[src/stepper_ctrl_regs.vh]
`ifndef STEPPER_CTRL_REGS_VH
`define STEPPER_CTRL_REGS_VH

// Serial word size and address fields of a written word
`define WORD_W 20
`define ADDR_HI 19
`define ADDR_MID 18
`define ADDR_LO3 17
`define ADDR_DRIVE_CONTROL 2'h0
`define ADDR_DRIVER_CONFIG 3'h7

// Driver configuration fields used by this block
`define CFG_STEP_DIR_OFF_BIT 7
`define CFG_RESP_SEL_HI 5
`define CFG_RESP_SEL_LO 4

// Drive control layout, direct-current mode
`define DC_A_POL_BIT 17
`define DC_A_MAG_HI 16
`define DC_A_MAG_LO 9
`define DC_B_POL_BIT 8
`define DC_B_MAG_HI 7
`define DC_B_MAG_LO 0

// Drive control layout, step/direction mode
`define SD_INTERP_BIT 9
`define SD_BOTH_EDGES_BIT 8
`define SD_MICROSTEP_RESOLUTION_HI 3
`define SD_MICROSTEP_RESOLUTION_LO 0
`define MICROSTEP_RESOLUTION_FULLSTEP 4'h8

// Response layouts
`define RSEL_POSITION 2'h0
`define RSEL_LOAD 2'h1
`define RSEL_LOAD_SCALE 2'h2
`define RSEL_DIAG 2'h3
`define RESP_PAD_ZERO 2'h0
`define RESP_PAD_ONES 2'h3

// Reset values
`define RST_STEP_DIR_OFF 1'h0
`define RST_RESP_SEL 2'h0
`define RST_MICROSTEP_RESOLUTION 4'h0
`define RST_COIL_MAG 8'h00
`define RST_POSITION 10'h000

// Interpolation: sub-steps per input step and cycles between them
`define INTERP_TICKS 5'h10
`define INTERP_GAP 8'h04

`endif

[src/step_interpolator.v]
`default_nettype none
`include "stepper_ctrl_regs.vh"

module step_interpolator #(
    parameter [7:0] GAP = `INTERP_GAP
) (
    // Clock and reset
    input wire clock_i,
    input wire resetn_i,
    // Step events from the edge detector
    input wire step_event_i,
    input wire step_dir_i,
    input wire interpolate_en_i,
    // Sub-step ticks toward the position counter
    output reg tick_o,
    output reg tick_dir_o,
    output reg tick_fine_o
);

    reg [4:0] remain_reg; // Sub-steps still to issue
    reg [7:0] gap_reg; // Cycles until the next sub-step
    reg dir_reg; // Direction of the burst in progress

    // Without interpolation a step passes straight through; with it a
    // step starts a burst of sub-steps. A new step restarts the burst, so
    // steps faster than one burst lose the unfinished part of the last.
    always @(posedge clock_i) begin
        if (!resetn_i) begin
            remain_reg <= 5'h00;
            gap_reg <= 8'h00;
            dir_reg <= 1'b0;
            tick_o <= 1'b0;
            tick_dir_o <= 1'b0;
            tick_fine_o <= 1'b0;
        end else begin
            tick_o <= 1'b0;
            if (step_event_i && !interpolate_en_i) begin
                // Plain step: one coarse tick
                tick_o <= 1'b1;
                tick_dir_o <= step_dir_i;
                tick_fine_o <= 1'b0;
                remain_reg <= 5'h00;
            end else if (step_event_i) begin
                // Multiply the step into a burst of fine ticks
                remain_reg <= `INTERP_TICKS;
                gap_reg <= 8'h00;
                dir_reg <= step_dir_i;
            end else if (remain_reg != 5'h00) begin
                // Space the fine ticks evenly
                if (gap_reg == 8'h00) begin
                    tick_o <= 1'b1;
                    tick_dir_o <= dir_reg;
                    tick_fine_o <= 1'b1;
                    remain_reg <= remain_reg - 5'h01;
                    gap_reg <= GAP;
                end else begin
                    gap_reg <= gap_reg - 8'h01;
                end
            end
        end
    end

endmodule // step_interpolator
`default_nettype wire

[src/stepper_drive_control_and_readback.v]
// Contract
// - Response layout chosen by two-bit response_select
// - Select 0 position, 1 load, pad zeros
// - Select 3: diagnostic flags, pad ones
// - Bits 7..0 always carry status flags
// - Drive control layout chosen by step_dir_off
// - Direct mode ignores step inputs, sets currents
// - Step mode: drive control configures step input
// - Bit 17 coil A polarity, 16..9 magnitude
// - Bit 8 coil B polarity, 7..0 magnitude
// - Interpolation bit multiplies steps by sixteen
// - Edge bit clear: rising edges only
// - Edge bit set: both edges step
// - Resolution codes 0..8 give 256 down to 1
// - Top address bits pick destination register
`default_nettype none
`include "stepper_ctrl_regs.vh"

module stepper_drive_control_and_readback (
    // Clock and reset
    input wire clock_i,
    input wire resetn_i,
    // Serial port pins
    input wire sck_i,
    input wire sdi_i,
    input wire chip_select_n_i,
    output reg sdo_o,
    output wire sdo_oe_o,
    // Step/direction pins
    input wire step_i,
    input wire dir_i,
    // Load and scale measurements from the driver core
    input wire [9:0] load_measurement_i,
    input wire [4:0] coil_scale_readback_i,
    // Diagnostic flags from the driver core
    input wire undervoltage_flag_i,
    input wire enable_pin_level_i,
    input wire supply_short_a_i,
    input wire supply_short_b_i,
    input wire ground_short_a_i,
    input wire ground_short_b_i,
    input wire temp_above_150c_i,
    input wire temp_above_136c_i,
    input wire temp_above_120c_i,
    input wire temp_above_100c_i,
    // Low status flags from the driver core
    input wire standstill_flag_i,
    input wire open_load_coil_a_i,
    input wire open_load_coil_b_i,
    input wire short_coil_a_i,
    input wire short_coil_b_i,
    input wire overtemp_prewarning_i,
    input wire overtemp_shutdown_flag_i,
    input wire stall_detect_flag_i,
    // Mode and configuration outputs
    output reg step_dir_off_o,
    output reg [1:0] response_select_o,
    output reg step_interpolate_en_o,
    output reg both_edges_active_o,
    output reg [3:0] microstep_resolution_o,
    // Direct coil current outputs
    output reg coil_a_polarity_o,
    output reg [7:0] coil_a_magnitude_o,
    output reg coil_b_polarity_o,
    output reg [7:0] coil_b_magnitude_o,
    // Sequencer position in 1/1024 of an electrical period
    output reg [9:0] microstep_position_o
);

    // Two-stage synchronisers; stage one is read only by stage two
    reg [2:0] sck_s1_reg, sck_s2_reg;
    reg [1:0] pin_s1_reg;
    reg [1:0] pin_s2_reg; // Step and direction after sync
    reg step_d_reg; // Delayed step for edge detection
    reg sck_prev_reg; // Delayed serial clock
    reg csn_prev_reg; // Delayed chip select

    // Serial shift registers
    reg [`WORD_W-1:0] rx_reg; // Last bits shifted in
    reg [`WORD_W-1:0] tx_reg; // Response being shifted out
    reg [`WORD_W-1:0] resp_next; // Response built from live state

    wire sck_s = sck_s2_reg[0];
    wire sdi_s = sck_s2_reg[1];
    wire csn_s = sck_s2_reg[2];
    wire step_s = pin_s2_reg[0];
    wire dir_s = pin_s2_reg[1];

    wire sck_rise = sck_s && !sck_prev_reg;
    wire sck_fall = !sck_s && sck_prev_reg;
    wire csn_fall = !csn_s && csn_prev_reg;
    wire csn_rise = csn_s && !csn_prev_reg;

    // Drive the data pin only while selected
    assign sdo_oe_o = !csn_s;

    // Synchronise every pin before any logic reads it
    always @(posedge clock_i) begin
        if (!resetn_i) begin
            sck_s1_reg <= 3'h4;
            sck_s2_reg <= 3'h4;
            pin_s1_reg <= 2'h0;
            pin_s2_reg <= 2'h0;
            sck_prev_reg <= 1'b0;
            csn_prev_reg <= 1'b1;
            step_d_reg <= 1'b0;
        end else begin
            sck_s1_reg <= {chip_select_n_i, sdi_i, sck_i};
            sck_s2_reg <= sck_s1_reg;
            pin_s1_reg <= {dir_i, step_i};
            pin_s2_reg <= pin_s1_reg;
            sck_prev_reg <= sck_s;
            csn_prev_reg <= csn_s;
            step_d_reg <= step_s;
        end
    end

    // Build the response word from the present state
    always @* begin
        resp_next = {`WORD_W{1'b0}};
        case (response_select_o)
            `RSEL_POSITION: begin
                resp_next[19:8] = {microstep_position_o,
                    `RESP_PAD_ZERO};
            end
            `RSEL_LOAD: begin
                resp_next[19:8] = {load_measurement_i,
                    `RESP_PAD_ZERO};
            end
            `RSEL_LOAD_SCALE: begin
                resp_next[19:8] = {load_measurement_i[9:5],
                    coil_scale_readback_i, `RESP_PAD_ZERO};
            end
            default: begin
                resp_next[19:8] = {undervoltage_flag_i,
                    enable_pin_level_i, supply_short_b_i,
                    ground_short_b_i, supply_short_a_i, ground_short_a_i,
                    temp_above_150c_i, temp_above_136c_i,
                    temp_above_120c_i, temp_above_100c_i,
                    `RESP_PAD_ONES};
            end
        endcase
        resp_next[7:0] = {standstill_flag_i, open_load_coil_b_i,
            open_load_coil_a_i, short_coil_b_i, short_coil_a_i,
            overtemp_prewarning_i, overtemp_shutdown_flag_i,
            stall_detect_flag_i};
    end

    // Shift engine: sample on rising clock, change output on falling.
    // Bits beyond 20 simply push old ones out of the receive register.
    always @(posedge clock_i) begin
        if (!resetn_i) begin
            rx_reg <= {`WORD_W{1'b0}};
            tx_reg <= {`WORD_W{1'b0}};
            sdo_o <= 1'b0;
        end else if (csn_fall) begin
            // Snapshot so the word cannot change mid-transfer
            tx_reg <= {resp_next[`WORD_W-2:0], 1'b0};
            sdo_o <= resp_next[`WORD_W-1];
        end else if (!csn_s) begin
            if (sck_rise) begin
                rx_reg <= {rx_reg[`WORD_W-2:0], sdi_s};
            end
            if (sck_fall) begin
                sdo_o <= tx_reg[`WORD_W-1];
                tx_reg <= {tx_reg[`WORD_W-2:0], 1'b0};
            end
        end
    end

    wire wr_drive_control = csn_rise &&
        (rx_reg[`ADDR_HI:`ADDR_MID] == `ADDR_DRIVE_CONTROL);
    wire wr_driver_config = csn_rise &&
        (rx_reg[`ADDR_HI:`ADDR_LO3] == `ADDR_DRIVER_CONFIG);

    // Register writes at the select rise; other destinations are
    // held by blocks outside this one and are ignored here.
    always @(posedge clock_i) begin
        if (!resetn_i) begin
            step_dir_off_o <= `RST_STEP_DIR_OFF;
            response_select_o <= `RST_RESP_SEL;
            step_interpolate_en_o <= 1'b0;
            both_edges_active_o <= 1'b0;
            microstep_resolution_o <= `RST_MICROSTEP_RESOLUTION;
            coil_a_polarity_o <= 1'b0;
            coil_a_magnitude_o <= `RST_COIL_MAG;
            coil_b_polarity_o <= 1'b0;
            coil_b_magnitude_o <= `RST_COIL_MAG;
        end else begin
            if (wr_driver_config) begin
                step_dir_off_o <= rx_reg[`CFG_STEP_DIR_OFF_BIT];
                response_select_o <=
                    rx_reg[`CFG_RESP_SEL_HI:`CFG_RESP_SEL_LO];
            end
            if (wr_drive_control && step_dir_off_o) begin
                // Direct currents; host keeps magnitudes in range
                coil_a_polarity_o <= rx_reg[`DC_A_POL_BIT];
                coil_a_magnitude_o <=
                    rx_reg[`DC_A_MAG_HI:`DC_A_MAG_LO];
                coil_b_polarity_o <= rx_reg[`DC_B_POL_BIT];
                coil_b_magnitude_o <=
                    rx_reg[`DC_B_MAG_HI:`DC_B_MAG_LO];
            end else if (wr_drive_control) begin
                // Reserved bits are assumed zero and not stored
                step_interpolate_en_o <= rx_reg[`SD_INTERP_BIT];
                both_edges_active_o <= rx_reg[`SD_BOTH_EDGES_BIT];
                microstep_resolution_o <=
                    rx_reg[`SD_MICROSTEP_RESOLUTION_HI:`SD_MICROSTEP_RESOLUTION_LO];
            end
        end
    end

    // Step edge detection; direct mode masks the step input entirely
    wire step_edge = both_edges_active_o ?
        (step_s != step_d_reg) :
        (step_s && !step_d_reg);
    wire step_event = step_edge && !step_dir_off_o;

    wire tick, tick_dir, tick_fine;

    step_interpolator #(
        .GAP(`INTERP_GAP)
    ) interp_u (
        .clock_i(clock_i),
        .resetn_i(resetn_i),
        .step_event_i(step_event),
        .step_dir_i(dir_s),
        .interpolate_en_i(step_interpolate_en_o),
        .tick_o(tick),
        .tick_dir_o(tick_dir),
        .tick_fine_o(tick_fine)
    );

    // Step size in 1/1024 period: 1 at 256 per quarter, 256 at fullstep.
    // Codes above fullstep are treated as fullstep.
    wire [3:0] microstep_resolution_eff = (microstep_resolution_o > `MICROSTEP_RESOLUTION_FULLSTEP) ?
        `MICROSTEP_RESOLUTION_FULLSTEP : microstep_resolution_o;
    wire [9:0] coarse_inc = 10'h001 << microstep_resolution_eff;
    wire [9:0] fine_inc = (microstep_resolution_eff > 4'h4) ?
        (10'h001 << (microstep_resolution_eff - 4'h4)) : 10'h001;
    wire [9:0] step_inc = tick_fine ? fine_inc : coarse_inc;

    // Position counter wraps once per electrical period
    always @(posedge clock_i) begin
        if (!resetn_i) begin
            microstep_position_o <= `RST_POSITION;
        end else if (tick && tick_dir) begin
            microstep_position_o <= microstep_position_o - step_inc;
        end else if (tick) begin
            microstep_position_o <= microstep_position_o + step_inc;
        end
    end

endmodule // stepper_drive_control_and_readback
`default_nettype wire

[config.mk]
export PLATFORM = sky130hd
export DESIGN_NAME = stepper_drive_control_and_readback
export DESIGN_NICKNAME = d
export VERILOG_FILES = /design/src/step_interpolator.v /design/src/stepper_drive_control_and_readback.v
export VERILOG_INCLUDE_DIRS = /design/src /design/src/src
export SDC_FILE = /design/constraint.sdc
export NUM_CORES = 1
export LEC_CHECK = 0
export ABC_AREA = 1
export BUFFER_PORTS_ARGS = -buffer_cell sky130_fd_sc_hd__buf_2
export CORE_UTILIZATION = 57
export DETAILED_ROUTE_END_ITERATION = 6
export HOLD_SLACK_MARGIN = 0.15
export PLACE_DENSITY = 0.79
export RECOVER_POWER = 50
export SLEW_MARGIN = 30
export SYNTH_ARGS = -nofsm -noshare
export SYNTH_HDL_FRONTEND = slang
export SYNTH_SLANG_ARGS = --single-unit
[constraint.sdc]
create_clock -name clock_i -period 3.55 [get_ports clock_i]
set_clock_uncertainty 0.2 [all_clocks]
set_input_delay 0.1775 -clock clock_i [delete_from_list [all_inputs] [get_ports clock_i]]
set_output_delay 0.1775 -clock clock_i [all_outputs]
set_load 0.03 [all_outputs]
==> reports/metrics.json <==
{
  "status": {"value": "finished, final reports clean"},
  "layout-area-overhead-vs-synth": {"value": 19.0, "unit": "%"},
  "fin_nets": {"value": 877},
  "postSynthCellCount": {"value": 718},
  "most-common-layout-cells": {"value": "117 x sky130_fd_sc_hd__nand2_1, 107 x sky130_fd_sc_hd__dfxtp_1, 98 x sky130_fd_sc_hd__inv_1, 91 x sky130_fd_sc_hd__o21ai_0, 81 x sky130_fd_sc_hd__a21oi_1"},
  "grt_util_all_layers": {"value": 28.0, "unit": "%"},
  "power": {"value": 3.44, "unit": "mW"},
  "grtUsageMet2": {"value": 45.6, "unit": "%"},
  "p_leak": {"value": 2.76, "unit": "nW"},
  "fmaxAchievable": {"value": 333, "unit": "MHz"},
  "critical_path.startpoint_type": {"value": "flop"},
  "routed_wl_per_cell": {"value": 13.5, "unit": "um"},
  "detail_route.wirelength": {"value": 12600, "unit": "um"},
  "place.port_buffers": {"value": 78},
  "critical_path.cell_chain": {"value": "inv_1, o21ai_0, nand2_1, ha_1, o21ai_0, inv_1, fa_1, inv_1, nand3_1, nand2_1, nand4_1, nand2_1, nor2_1, o21ai_0, inv_1"},
  "start_util": {"value": 58.9, "unit": "%"},
  "cts-resized-gates": {"value": 0},
  "final_max_slew_viol_count": {"value": 0},
  "max_stage_delay_on_crit_path": {"value": 440, "unit": "ps"},
  "width_of_the_die": {"value": 96.7, "unit": "um"},
  "cts_inserted_buffers": {"value": 9},
  "drt-vias-per-instance": {"value": 5.48},
  "std_cell_rows": {"value": 34},
  "io_pins": {"value": 79},
  "drt-pass1-iter-count": {"value": 5},
  "clkSlewWorstSetupHoldPaths": {"value": 120, "unit": "ps"},
  "design.die.area": {"value": 9340, "unit": "um^2"},
  "synthesis.nets": {"value": 774},
  "timing.critical_path.required": {"value": 3620, "unit": "ps"},
  "cts_tree": {"value": "yes"},
  "met1_usage": {"value": 35.2, "unit": "%"},
  "syn_avg_cell_area": {"value": 7.11, "unit": "um^2"},
  "syn-cell-area": {"value": 5110, "unit": "um^2"},
  "top_usage_layer": {"value": "met2"},
  "biggest_fanout_along_the_worst_timing_path": {"value": 4},
  "coreArea": {"value": 8680, "unit": "um^2"},
  "synth_edf_count": {"value": 0},
  "floorplan.die.height": {"value": 96.7, "unit": "um"},
  "first_global_vias": {"value": 4925},
  "critPathSlowestCell": {"value": "sky130_fd_sc_hd__fa_1"},
  "cpMostUsedCell": {"value": "sky130_fd_sc_hd__inv_1"},
  "synthTopCellsByArea": {"value": "sky130_fd_sc_hd__dfxtp_1 42%, sky130_fd_sc_hd__o21ai_0 8.9%, sky130_fd_sc_hd__nand2_1 8.6%"},
  "period_minus_slack": {"value": 3000, "unit": "ps"},
  "cts_setup_buffers": {"value": 0},
  "yosys_warnings": {"value": 0},
  "synth-seq-area-share": {"value": 41.9, "unit": "%"},
  "gp_routability_congestion": {"value": 0.872},
  "synth.top_cell.area_share": {"value": 41.9, "unit": "%"},
  "cts-root-buf": {"value": "sky130_fd_sc_hd__clkbuf_8"},
  "timing.hold.worst.class": {"value": "flop to flop"},
  "grt_max_degree": {"value": 58},
  "max-vdd-ir-drop": {"value": 0.314, "unit": "mV"},
  "detail_route.drc_violations": {"value": 0},
  "max_cap_viol_count": {"value": 0},
  "route.vias.total": {"value": 5122},
  "clock_sinks": {"value": 107},
  "final.fill_count": {"value": 759},
  "ys_ff_latch": {"value": 107},
  "synth_top_area_cell": {"value": "sky130_fd_sc_hd__dfxtp_1"},
  "powerDensity": {"value": 566, "unit": "nW/um^2"},
  "timing.setup.critical_path_class": {"value": "flop to flop"},
  "setup_total_negative_slack": {"value": 0, "unit": "ps"},
  "ctsHtreeMaxLevel": {"value": 3},
  "antennaDiodeCount": {"value": 0},
  "hpwl": {"value": 8400, "unit": "um"},
  "wire_length_of_the_first_global_routing_pass": {"value": 21800, "unit": "um"},
  "layout.cells.most_common": {"value": "sky130_fd_sc_hd__nand2_1"},
  "drive_above_1_share": {"value": 9.69, "unit": "%"},
  "finalHoldViolCount": {"value": 0},
  "synthFlopType": {"value": "sky130_fd_sc_hd__dfxtp_1"},
  "largest_register_ff_count": {"value": 20},
  "post_cts_hold_buffer_count": {"value": 42},
  "antenna_found_initial": {"value": 0},
  "grt_setup_unrepaired": {"value": "no"},
  "synth_cell_types": {"value": 41},
  "1st_iter_drt_viols": {"value": 314},
  "share_of_synthesized_flip_flops_with_an_asynchronous_set_or_reset": {"value": 0, "unit": "%"},
  "globalRouteOverflowTotal": {"value": 0},
  "antenna_left": {"value": 0},
  "max_root_sink_buffers": {"value": 2},
  "critical_path_arrival": {"value": 3070, "unit": "ps"},
  "timing.slew.headroom": {"value": 35.6, "unit": "%"},
  "worstMarginPinSlew": {"value": 967, "unit": "ps"},
  "timing.final.crit_share": {"value": 84.6, "unit": "%"},
  "gr-usage-met3": {"value": 5.92, "unit": "%"},
  "timing.critical_path.to_type": {"value": "flop"},
  "finalSetupViolations": {"value": 0},
  "clock_latency": {"value": 380, "unit": "ps"}
}
## worst max-delay path, delay by kind of cell (launching register included)
kind / cells / cell delay [ps]
adder cells (fa/ha/maj): 2 / 740
AO/OA/AOI/OAI: 3 / 690
AND/OR/NAND/NOR: 6 / 540
flip-flops: 1 / 400
buffers and inverters: 4 / 350
## stage by stage
step | setup WS [ps] | cell area (um^2) | util, % | instances | hold WS (ps)
global placement | 737 | 5510 | 63.5 | 876 | 157
floorplan | 780 | 5110 | - | 718 | 75.1
global route | 201 | 6080 | 70.1 | 934 | 247
finish | 545 | 6080 | 70.1 | 934 | 233
CTS | 578 | 6120 | 70.6 | 934 | 234
detailed placement | 632 | 5510 | 63.5 | 876 | 167
## routing by layer
layer  routed length [um]  share of wire [%]
met1                 5510                 44
met3                  651                5.2
met5                    0                  0
met2                 5930                 47
met4                  544                4.3
## where the power goes
| part | switching [mW] | total [mW] | internal (mW) |
|---|---|---|---|
| logic | 0.816 | 1.26 | 0.445 |
| registers | 0.111 | 1.44 | 1.33 |
| clock network | 0.460 | 0.738 | 0.278 |
| total | 1.39 | 3.44 | 2.06 |
## logic make-up after synthesis
| family | count (synthesis) | synth area share, % |
|---|---|---|
| XOR/XNOR | 8 | 1.37 |
| AO/OA/AOI/OAI | 202 | 21.1 |
| flip-flops | 107 | 41.9 |
| buffers and inverters | 133 | 10.2 |
| AND/OR/NAND/NOR | 252 | 21.4 |
| adder cells (fa/ha/maj) | 16 | 4.07 |
## cell usage after synthesis (2+ instances only)
| master | count |
|---|---|
| sky130_fd_sc_hd__nor3_1 | 5 |
| sky130_fd_sc_hd__ha_1 | 15 |
| sky130_fd_sc_hd__nand3_1 | 28 |
| sky130_fd_sc_hd__o21ai_1 | 3 |
| sky130_fd_sc_hd__inv_1 | 98 |
| sky130_fd_sc_hd__or2_2 | 3 |
| sky130_fd_sc_hd__dfxtp_1 | 107 |
| sky130_fd_sc_hd__o21ai_2 | 2 |
| sky130_fd_sc_hd__buf_1 | 4 |
| sky130_fd_sc_hd__o21bai_1 | 2 |
| sky130_fd_sc_hd__o221ai_1 | 4 |
| sky130_fd_sc_hd__a31oi_1 | 8 |
| sky130_fd_sc_hd__xnor2_1 | 2 |
| sky130_fd_sc_hd__nand2_4 | 3 |
| sky130_fd_sc_hd__nand2_1 | 117 |
| sky130_fd_sc_hd__a21oi_1 | 81 |
| sky130_fd_sc_hd__a211oi_1 | 2 |
| sky130_fd_sc_hd__nor2_1 | 78 |
| sky130_fd_sc_hd__nand4_1 | 4 |
| sky130_fd_sc_hd__xor2_1 | 6 |
| sky130_fd_sc_hd__nor2_2 | 5 |
| sky130_fd_sc_hd__buf_2 | 10 |
| sky130_fd_sc_hd__clkbuf_1 | 13 |
| sky130_fd_sc_hd__o211ai_1 | 4 |
| sky130_fd_sc_hd__buf_4 | 2 |
| sky130_fd_sc_hd__inv_2 | 6 |
| sky130_fd_sc_hd__o21ai_0 | 91 |
| sky130_fd_sc_hd__a21o_1 | 2 |
## worst paths after layout
check,from,slack (ps),endpoint,cells after the start
min,pin_s1_reg[0],230,pin_s2_reg[0],2
max reg2reg,interp_u.tick_fine_o,550,microstep_position_o[8],15
max,interp_u.tick_fine_o,550,microstep_position_o[8],15
min reg2reg,pin_s1_reg[0],230,pin_s2_reg[0],2
## layout make-up
class / instances / area (um^2) / share of cell area [%]
multi-input cells: 478 / 2450 / 40.4
flip-flops and latches: 107 / 2140 / 35.2
repair buffers: 121 / 766 / 12.6
inverters: 104 / 390 / 6.42
well taps: 108 / 135 / 2.22
clock buffers: 10 / 128 / 2.10
clock inverters: 6 / 65.1 / 1.07
Power figures use the tool's default switching activity.
